===== config.mk =====
export PLATFORM = sky130hd
export DESIGN_NAME = lhp_host_port
export DESIGN_NICKNAME = d
export VERILOG_FILES = /design/src/verilog/lhp_pkg.sv /design/src/verilog/lhp_host_port.sv /design/src/verilog/lhp_fifo.sv
export SDC_FILE = /design/constraint.sdc
export NUM_CORES = 1
export LEC_CHECK = 0
export ABC_AREA = 1
export BUFFER_PORTS_ARGS = -buffer_cell sky130_fd_sc_hd__buf_2
export CAP_MARGIN = 20
export CORE_MARGIN = 1.5
export CORE_UTILIZATION = 62
export CTS_CLUSTER_SIZE = 40
export DETAILED_ROUTE_END_ITERATION = 10
export PLACE_DENSITY = 0.88
export SYNTH_ARGS = -nofsm -noshare
export SYNTH_HDL_FRONTEND = slang
export SYNTH_SLANG_ARGS = --single-unit

===== constraint.sdc =====
create_clock -name ref_clk_in -period 5.15 [get_ports ref_clk_in]
set_clock_uncertainty 0.2 [all_clocks]
set_input_delay 0.7725 -clock ref_clk_in [delete_from_list [all_inputs] [get_ports ref_clk_in]]
set_output_delay 0.7725 -clock ref_clk_in [all_outputs]
set_load 0.03 [all_outputs]

===== src/verilog/lhp_pkg.sv =====
// Constants and carriers for the display driver host port.
// Assumes one 40 MHz clock and synchronous active-high reset.
//
// Behaviour
// - Eight-bit two-way parallel data port
// - Serial select low: bit7 data, bit6 clock
// - Chip select inactive: all data lines float
// - Separate strobes: read low drives bus
// - Enable style: high enable qualifies access
// - Separate strobes: write captured on rising edge
// - Direction high reads, low writes
// - Selector high display data, low control
// - Transfers only while chip select low
// - Reset pin low clears all settings
// - Strobe effective only with chip select low
package lhp_pkg;
  localparam int DATA_W = 8;
  localparam int FIFO_DEPTH = 16;
  localparam int SER_BITS = 8;
  localparam logic [2:0] SER_CNT_RST = 3'h0;
  localparam logic [7:0] BYTE_RST = 8'h00;
  localparam logic [7:0] OE_OFF = 8'hff;
  localparam logic [7:0] OE_ON = 8'h00;
  localparam logic [2:0] SYNC_RST = 3'h7;
  localparam logic BIT_SER = 1'b0;
  localparam logic BIT_DATA = 1'b1;
  // Byte taken from the host with its data/command flag
  typedef struct packed {
    logic is_data;
    logic [7:0] value;
  } lhp_byte_t;
  localparam int BYTE_W = $bits(lhp_byte_t);
endpackage


===== src/verilog/lhp_host_port.sv =====
// Host port of the display driver: parallel and serial intake and read-back.
// Assumes host pins already synchronous to ref_clk_in.
`timescale 1ns/10ps
`default_nettype none
module lhp_host_port (
  input wire logic ref_clk_in,
  input wire logic srst_in,
  input wire logic init_clear_n_in,
  input wire logic par_select_in,
  input wire logic bus_style_select_in,
  input wire logic chip_select_n_in,
  input wire logic data_sel_in,
  input wire logic strobe_a_in,
  input wire logic strobe_b_in,
  input wire logic [7:0] data_in,
  output logic [7:0] data_out,
  output logic [7:0] data_oe_n_out,
  output logic [8:0] rx_data_out,
  output logic rx_valid_out,
  input wire logic rx_ready_in,
  input wire logic [7:0] rd_byte_in,
  output logic rd_req_out,
  output logic rd_is_data_out,
  output logic overflow_out
);
  ////////////////////////////////////////////////////////////////////////////
  // Reset and strap
  logic clr;
  logic style_enable;
  logic strap_taken;
  assign clr = srst_in || !init_clear_n_in;
  // Strap caught once after reset release
  always_ff @(posedge ref_clk_in) begin
    if (clr) begin
      strap_taken <= 1'b0;
      style_enable <= 1'b0;
    end else if (!strap_taken) begin
      strap_taken <= 1'b1;
      style_enable <= bus_style_select_in;
    end
  end
  ////////////////////////////////////////////////////////////////////////////
  // Parallel strobe decode
  logic sel;
  logic rd_act;
  logic wr_act;
  logic wr_act_q;
  logic rd_act_q;
  logic [7:0] wr_latch;
  logic wr_sel_latch;
  assign sel = !chip_select_n_in;
  // Enable style: high enable, direction chooses access
  assign rd_act = par_select_in && sel &&
    (style_enable ? (strobe_a_in && strobe_b_in) : !strobe_a_in);
  assign wr_act = par_select_in && sel &&
    (style_enable ? (strobe_a_in && !strobe_b_in) : !strobe_b_in);
  // Track active strobes and latch write data during active phase
  always_ff @(posedge ref_clk_in) begin
    if (clr) begin
      wr_act_q <= 1'b0;
      rd_act_q <= 1'b0;
      wr_latch <= lhp_pkg::BYTE_RST;
      wr_sel_latch <= 1'b0;
    end else begin
      wr_act_q <= wr_act;
      rd_act_q <= rd_act;
      if (wr_act) begin
        wr_latch <= data_in;
        wr_sel_latch <= data_sel_in;
      end
    end
  end
  // Write ends on the strobe's rising edge (or enable falling)
  logic par_wr_done;
  assign par_wr_done = wr_act_q && !wr_act;
  ////////////////////////////////////////////////////////////////////////////
  // Serial intake on data bit 6 clock, bit 7 data
  logic sclk_q;
  logic [2:0] ser_cnt;
  logic [6:0] ser_sh;
  logic ser_rise;
  logic ser_done;
  logic [7:0] ser_byte;
  assign ser_rise = !par_select_in && sel && data_in[6] && !sclk_q;
  assign ser_done = ser_rise && (ser_cnt == 3'(lhp_pkg::SER_BITS - 1));
  assign ser_byte = {ser_sh, data_in[7]};
  // Shift MSB first; chip select high restarts the byte
  always_ff @(posedge ref_clk_in) begin
    if (clr) begin
      sclk_q <= 1'b1;
      ser_cnt <= lhp_pkg::SER_CNT_RST;
      ser_sh <= 7'h00;
    end else begin
      sclk_q <= data_in[6];
      if (!sel || par_select_in) begin
        ser_cnt <= lhp_pkg::SER_CNT_RST;
      end else if (ser_rise) begin
        ser_cnt <= ser_cnt + 3'h1;
        ser_sh <= {ser_sh[5:0], data_in[7]};
      end
    end
  end
  ////////////////////////////////////////////////////////////////////////////
  // Byte into FIFO, selector tagged with each byte
  lhp_pkg::lhp_byte_t in_byte;
  logic in_valid;
  logic in_ready;
  assign in_valid = par_wr_done || ser_done;
  assign in_byte.is_data = ser_done ? data_sel_in : wr_sel_latch;
  assign in_byte.value = ser_done ? ser_byte : wr_latch;
  lhp_fifo #(.WIDTH(lhp_pkg::BYTE_W), .DEPTH(lhp_pkg::FIFO_DEPTH)) u_fifo (
    .ref_clk_in(ref_clk_in),
    .srst_in(clr),
    .wr_data_in(in_byte),
    .wr_valid_in(in_valid),
    .wr_ready_out(in_ready),
    .rd_data_out(rx_data_out),
    .rd_valid_out(rx_valid_out),
    .rd_ready_in(rx_ready_in)
  );
  ////////////////////////////////////////////////////////////////////////////
  // Read-back drive and status outputs
  logic [7:0] next_oe_n;
  assign next_oe_n = (rd_act && par_select_in) ? lhp_pkg::OE_ON : lhp_pkg::OE_OFF;
  always_ff @(posedge ref_clk_in) begin
    if (clr) begin
      data_out <= lhp_pkg::BYTE_RST;
      data_oe_n_out <= lhp_pkg::OE_OFF;
      rd_req_out <= 1'b0;
      rd_is_data_out <= 1'b0;
      overflow_out <= 1'b0;
    end else begin
      data_out <= rd_byte_in;
      data_oe_n_out <= next_oe_n;
      rd_req_out <= rd_act && !rd_act_q;
      rd_is_data_out <= data_sel_in;
      if (in_valid && !in_ready) overflow_out <= 1'b1;
    end
  end
endmodule
`default_nettype wire


===== src/verilog/lhp_fifo.sv =====
// Synchronous FIFO with valid/ready on both sides.
// Assumes one clock and synchronous active-high reset.
`timescale 1ns/10ps
`default_nettype none
module lhp_fifo #(
  parameter int WIDTH = 9,
  parameter int DEPTH = 16
) (
  input wire logic ref_clk_in,
  input wire logic srst_in,
  input wire logic [WIDTH-1:0] wr_data_in,
  input wire logic wr_valid_in,
  output logic wr_ready_out,
  output logic [WIDTH-1:0] rd_data_out,
  output logic rd_valid_out,
  input wire logic rd_ready_in
);
  localparam int AW = $clog2(DEPTH);
  logic [WIDTH-1:0] mem [DEPTH];
  logic [AW-1:0] wr_ptr;
  logic [AW-1:0] rd_ptr;
  logic [AW:0] count;
  wire push = wr_valid_in && wr_ready_out;
  wire pop = rd_valid_out && rd_ready_in;
  assign wr_ready_out = (count != (AW+1)'(DEPTH));
  assign rd_valid_out = (count != '0);
  assign rd_data_out = mem[rd_ptr];
  // Storage
  always_ff @(posedge ref_clk_in) begin
    if (push) begin
      mem[wr_ptr] <= wr_data_in;
    end
  end
  // Pointers and occupancy
  always_ff @(posedge ref_clk_in) begin
    if (srst_in) begin
      wr_ptr <= '0;
      rd_ptr <= '0;
      count <= '0;
    end else begin
      if (push) wr_ptr <= wr_ptr + 1'b1;
      if (pop) rd_ptr <= rd_ptr + 1'b1;
      if (push && !pop) count <= count + 1'b1;
      else if (pop && !push) count <= count - 1'b1;
    end
  end
endmodule
`default_nettype wire


== Word-level counts from Yosys, hierarchy flattened ==
Memory sizes are Yosys's and may differ from the RTL's. A register that Yosys moved wholly into a read port is not among the register bits.
Cells that the tools add are included.
Word-level totals
  bits in read-only memories: 0
  bits in latches: 0
  memories: 1
  logic and storage cells: 73
  memory bits (writable): 144
  register bits after elaboration: 56
Memories
  u_fifo.mem: words 16, bits a word 9, rd ports 1, clocked after memory_dff 1, write ports 1, RTL line lhp_fifo.sv:19  | logic [WIDTH-1:0] mem [DEPTH];
Operators by class
  bitwise logic cells: 1
  equal/unequal tests: 2
  $add $sub $neg: 5
  shift-type cells: 0
  multiply operators: 0
  reduce and logical (&&, ||, !) cells: 35
  order comparisons: 0
  div/mod/pow operators: 0
  mux-type cells: 12
Operators with widths (count)
  $logic_and A1 B1 Y1: 17
  $mux W8: 2
  $logic_not A1 Y1: 11
  $mux W5: 2
  $add A4 B1 Y4 const B: 2
  $mux W4: 2
  $mux W1: 6
  $add A5 B1 Y5 const B: 1
  $ne A5 B5 Y1 const B: 1
  $reduce_bool A5 Y1: 1
  $sub A5 B1 Y5 const B: 1
  $add A3 B1 Y3 const B: 1
  $eq A3 B3 Y1 const B: 1
  $logic_or A1 B1 Y1: 3
  $reduce_and A2 Y1: 1
  $reduce_bool A2 Y1: 1
  $reduce_or A2 Y1: 1
  $not A1 Y1: 1

== Longest topological paths before layout ==
  word-level depth: 12
  mapped depth: 16
  gate-level depth less buffers: 16

== By module ==
A second synthesis with hierarchy kept.
Unflattened totals
  cell total of the unflattened synthesis: 904
  area total of the unflattened synthesis: 8638.3 um2
Modules (own cells, without submodules)
  lhp_fifo: cells an instance 718, sequential area each 4664.5 um2, times used 1, area an instance 7166.9 um2
  lhp_host_port: cells an instance 186, sequential area each 720.7 um2, times used 1, area an instance 1471.4 um2

== Worst setup path after synthesis ==
No wires, ideal clock.
  kind: input-to-reg
  start: input port par_select_in
  end: register u_fifo.count[3]
  arrival: 2437 ps
  slack: 2397 ps
  library setup time: 116 ps
  stages on the path: 16
  cells stage by stage: inv_1 -> nand2_2 -> nor2_4 -> nand2_4 -> nand2_4 -> nand2_4 -> inv_8 -> ha_1 -> inv_1 -> ha_1 -> a21oi_1 -> nand2_1 -> nand2_1 -> nand3_1 -> o211ai_1 -> inv_1
Between the ends
  word-level cells in the longest chain between the ends: 10
Ends and longest elaborated chain
  from (decl): RTL line lhp_host_port.sv:9  | input wire logic par_select_in,
  $logic_not A1 Y1: RTL line lhp_host_port.sv:84  | assign ser_rise = !par_select_in && sel && data_in[6] && !sclk_q;
  $logic_and A1 B1 Y1 (3 in a row): RTL line lhp_host_port.sv:84
  $logic_and A1 B1 Y1: RTL line lhp_host_port.sv:85  | assign ser_done = ser_rise && (ser_cnt == 3'(lhp_pkg::SER_BITS - 1));
  $logic_or A1 B1 Y1 *: RTL line lhp_host_port.sv:108  | assign in_valid = par_wr_done || ser_done;
  $logic_and A1 B1 Y1 *: RTL line lhp_fifo.sv:23  | wire push = wr_valid_in && wr_ready_out;
  named net u_fifo.push: RTL line lhp_fifo.sv:23
  $logic_not A1 Y1: RTL line lhp_fifo.sv:44  | else if (pop && !push) count <= count - 1'b1;
  $logic_and A1 B1 Y1: RTL line lhp_fifo.sv:44
  $reduce_bool A2 Y1 (no line)
  to (signal assigned): RTL line lhp_fifo.sv:43  | if (push && !pop) count <= count + 1'b1;
  to (signal assigned): RTL line lhp_fifo.sv:44
  to (decl): RTL line lhp_fifo.sv:22  | logic [AW:0] count;
The timed path passes the listed nets; every way through them passes the cells marked *.
A chain may end at the register's enable or synchronous reset.

==> flow_summary.yaml <==
outcome:
  status: "finished clean"
detailed_routing:
  avgViaCountPerCell: 5.597
  routedLengthMet1_mm: 6.820
  wl_mm: 16.11
  routed.top_layer: "met4"
  wl_per_cell_um: 16.52
  remaining_drc_errors: 0
  antenna_left: 0
  drt-initial-drc-count: 559
  dr.pass1.iters: 5
  vias: 5457
  wl_met2_mm: 7.596
  dr_wl_met3_mm: 1.203
placement:
  dp_hpwl_mm: 10.30
  routabilityCongestion: 0.8393
  placed_cells_incl_taps: 943
  io_buffers: 54
  placed_cell_area_um2: 8538
synthesis:
  synthXorXnorAreaFrac_pct: 0.7393
  synth_mux_area_share_pct: 1.222
  syn_inst: 751
  synthesis.area_um2: 8293
  synth_top_family_by_area: "simple AND/OR/NAND/NOR gates"
  synth_simple_gate_area_share_pct: 12.43
  synth_area_leaders: "edfxtp_1 52%, dfxtp_1 13%, inv_1 4.8%, nand3_1 4.4%, a21oi_1 3.7%"
  synth_cell_types: 32
  syn_nets: 789
  async_flop_share_pct: 0
  synth_compound_area_share_pct: 10.23
  synthAdderAreaFrac_pct: 1.901
  synth-main-ff-cell: "edfxtp_1"
  syn_area_per_cell_um2: 11.04
  ys_seq_area_share_pct: 64.94
  yosysWarnings: 0
  synth-seq-cells: 197
  yosysMostFrequentCell: "edfxtp_1"
  synth_top_cell_area_share_pct: 52.14
  yosys.area.top_type: "edfxtp_1"
  synth_edf_count: 144
  synth.cells.most_frequent: "144 x edfxtp_1, 107 x inv_1, 76 x nand2_1, 73 x nand3_1, 61 x a21oi_1"
clock_network:
  clock_sinks: 197
  clock_path_buffers: 2
  ctsResizeCount: 0
  insertion_delay_ps: 430
  clkTransAtPathRegs_ps: 70
  numCtsBuffers: 17
  ctsHoldBuffers: 0
  htreeDepth: 4
  clockRootBuffer: "clkbuf_16"
  postCtsSetupRepairBufs: 0
  cts_tree: "built"
sta:
  relSlewSlack_pct: 29.58
  slew_viol_final: 0
  post-route-period-util_pct: 71.46
  whs_ps: 196.1
  fmax_ghz: 0.2717
  worst_pin_slew_ps: 1056
  rsz0062_at_grt: "false"
  finalCriticalPeriod_ps: 3680
  hold_viol_final: 0
  fin_tns_setup_ps: 0
  setup_viol: 0
cells_and_area:
  area.growth.synth_to_final_pct: 9.309
  final-instance-count-excl-fill: 975
  fin_area_um2: 9065
  final_nets: 824
  drive_gt1_share_pct: 13.77
  antenna_cells: 0
power_and_ir_drop:
  p_leak_uw: 0.003535
  power_per_cell_area_nw_per_um2: 336.3
  peakVddDrop_uv: 206.8
critical_path:
  arrival_ps: 2710
  crit_buf_inv: 2
  critical_path.most_common_cell: "nand3_1"
  cp_slowest_stage_delay_ps: 1030
  path_cells: "buf_4, a21oi_1, o21ai_0, nand3_1, nand3_1, nand2_1, buf_2"
  worstPathRequired_ps: 4180
  crit_fanout: 117
  setup.worst_path.class: "register to output port"
  start_kind: "register"
  endpoint_kind: "output port"
  slowest_stage: "dfxtp_4"
  cp_top_family: "flip-flops"
global_routing:
  overflow: 0
  grt_use_total_pct: 23.98
  grt_max_degree: 118
  grt_pass1_wl_mm: 25.59
  antenna_found_initial: 0
  grt_pass1_vias: 4972
die:
  die_w_um: 118.7
  die_h_um: 118.7
  start_util_pct: 63.12
  die_area_um2: 14080
  core_um2: 13140
  ios: 55
  std_cell_rows: 42
worst_hold_path:
  min_path_type: "register to register"
flow_run:
  drv_cap: 0
## metal layers
| metal | up-vias | GRT usage, % |
|---|---|---|
| met5 | - | 0 |
| met4 | 0 | 11.75 |
| met3 | 32 | 4.537 |
| met2 | 247 | 37.83 |
| met1 | 2559 | 32.27 |
| li1 | 2619 | - |
## flip-flops by register name, summed over array words and instances (netlist names), 3 cells and up, named ones only
register / count
u_fifo.mem: 144
u_fifo.rd_ptr: 4
u_fifo.wr_ptr: 4
u_fifo.count: 5
wr_latch: 8
data_out: 8
ser_cnt: 3
ser_sh: 7
## kinds of logic (layout without fill, tap and decap cells)
logic type	after synthesis	after routing
mux	7	7
xor+xnor	7	7
compound gates	151	151
simple gates	223	223
flops	197	197
buf+inv	154	202
fa+ha+maj	12	12
## final timing paths
kind | slack (ps) | start | to | cells after the start
worst min-delay path | 200 | rd_act_q | rd_req_out | 1
worst min register to register | 200 | rd_act_q | rd_req_out | 1
worst max-delay path | 1470 | register | rx_data_out[4] | 7
worst max register to register | 2410 | style_enable | u_fifo.count[4] | 15
## worst register-to-register path, stage by stage, from the launching register on
cell	delay, ps
dfxtp_1	360
nand2_1	90
nand3_1	330
nand2_1	170
nand2_4	130
nand2_4	80
inv_8	100
ha_1	190
inv_1	110
ha_1	340
a21oi_1	200
nand2_1	70
nand2_1	60
nand2_1	50
nand2_1	50
a21oi_1	60
## cells in the final DEF (no fill, tap or decap), types with 2 or more instances in the layout
master,netlist,final
edfxtp_1,144,144
inv_1,107,107
nand2_1,76,76
nand3_1,73,73
a21oi_1,61,61
nor2_1,56,56
buf_2,20,54
o21ai_0,52,52
dfxtp_1,53,51
o211ai_1,37,37
clkbuf_16,0,17
ha_1,11,11
nand2_4,7,7
mux2_4,6,6
clkinv_1,3,5
xor2_1,5,5
clkbuf_1,5,4
buf_4,8,4
nand2_2,3,3
clkinv_2,0,3
nor2_4,2,2
xnor2_1,2,2
clkinvlp_2,0,2
clkinvlp_4,0,2
## power by group
group          leakage, uW  internal, uW  total (uW)  switching (uW)
Sequential         0.00166          1690        1710            20.3
Combinational      0.00163          47.6         143            95.7
Clock             0.000248           657        1190             533
Total              0.00354          2400        3050             649
## through the flow
step / util (%) / power, uW / worst slack, ps
after floorplan: - / 1851 / 2397
after detailed placement: 64.99 / 1891 / 1762
final: 69.00 / 3048 / 1470
after global routing: 69.00 / 3132 / 1283
after CTS: 69.00 / 3052 / 1493
after global placement: 64.99 / 1886 / 1873
## cell type report
cell class	count	area (um2)
Clock buffer	21	440.4
Clock inverter	11	86.33
Fill cell	925	4073
Inverter	112	427.9
Multi-Input combinational cell	400	2200
Sequential cell	197	5390
Tap cell	176	220.2
Timing Repair Buffer	58	300.3
Power figures use the tool's default switching activity.
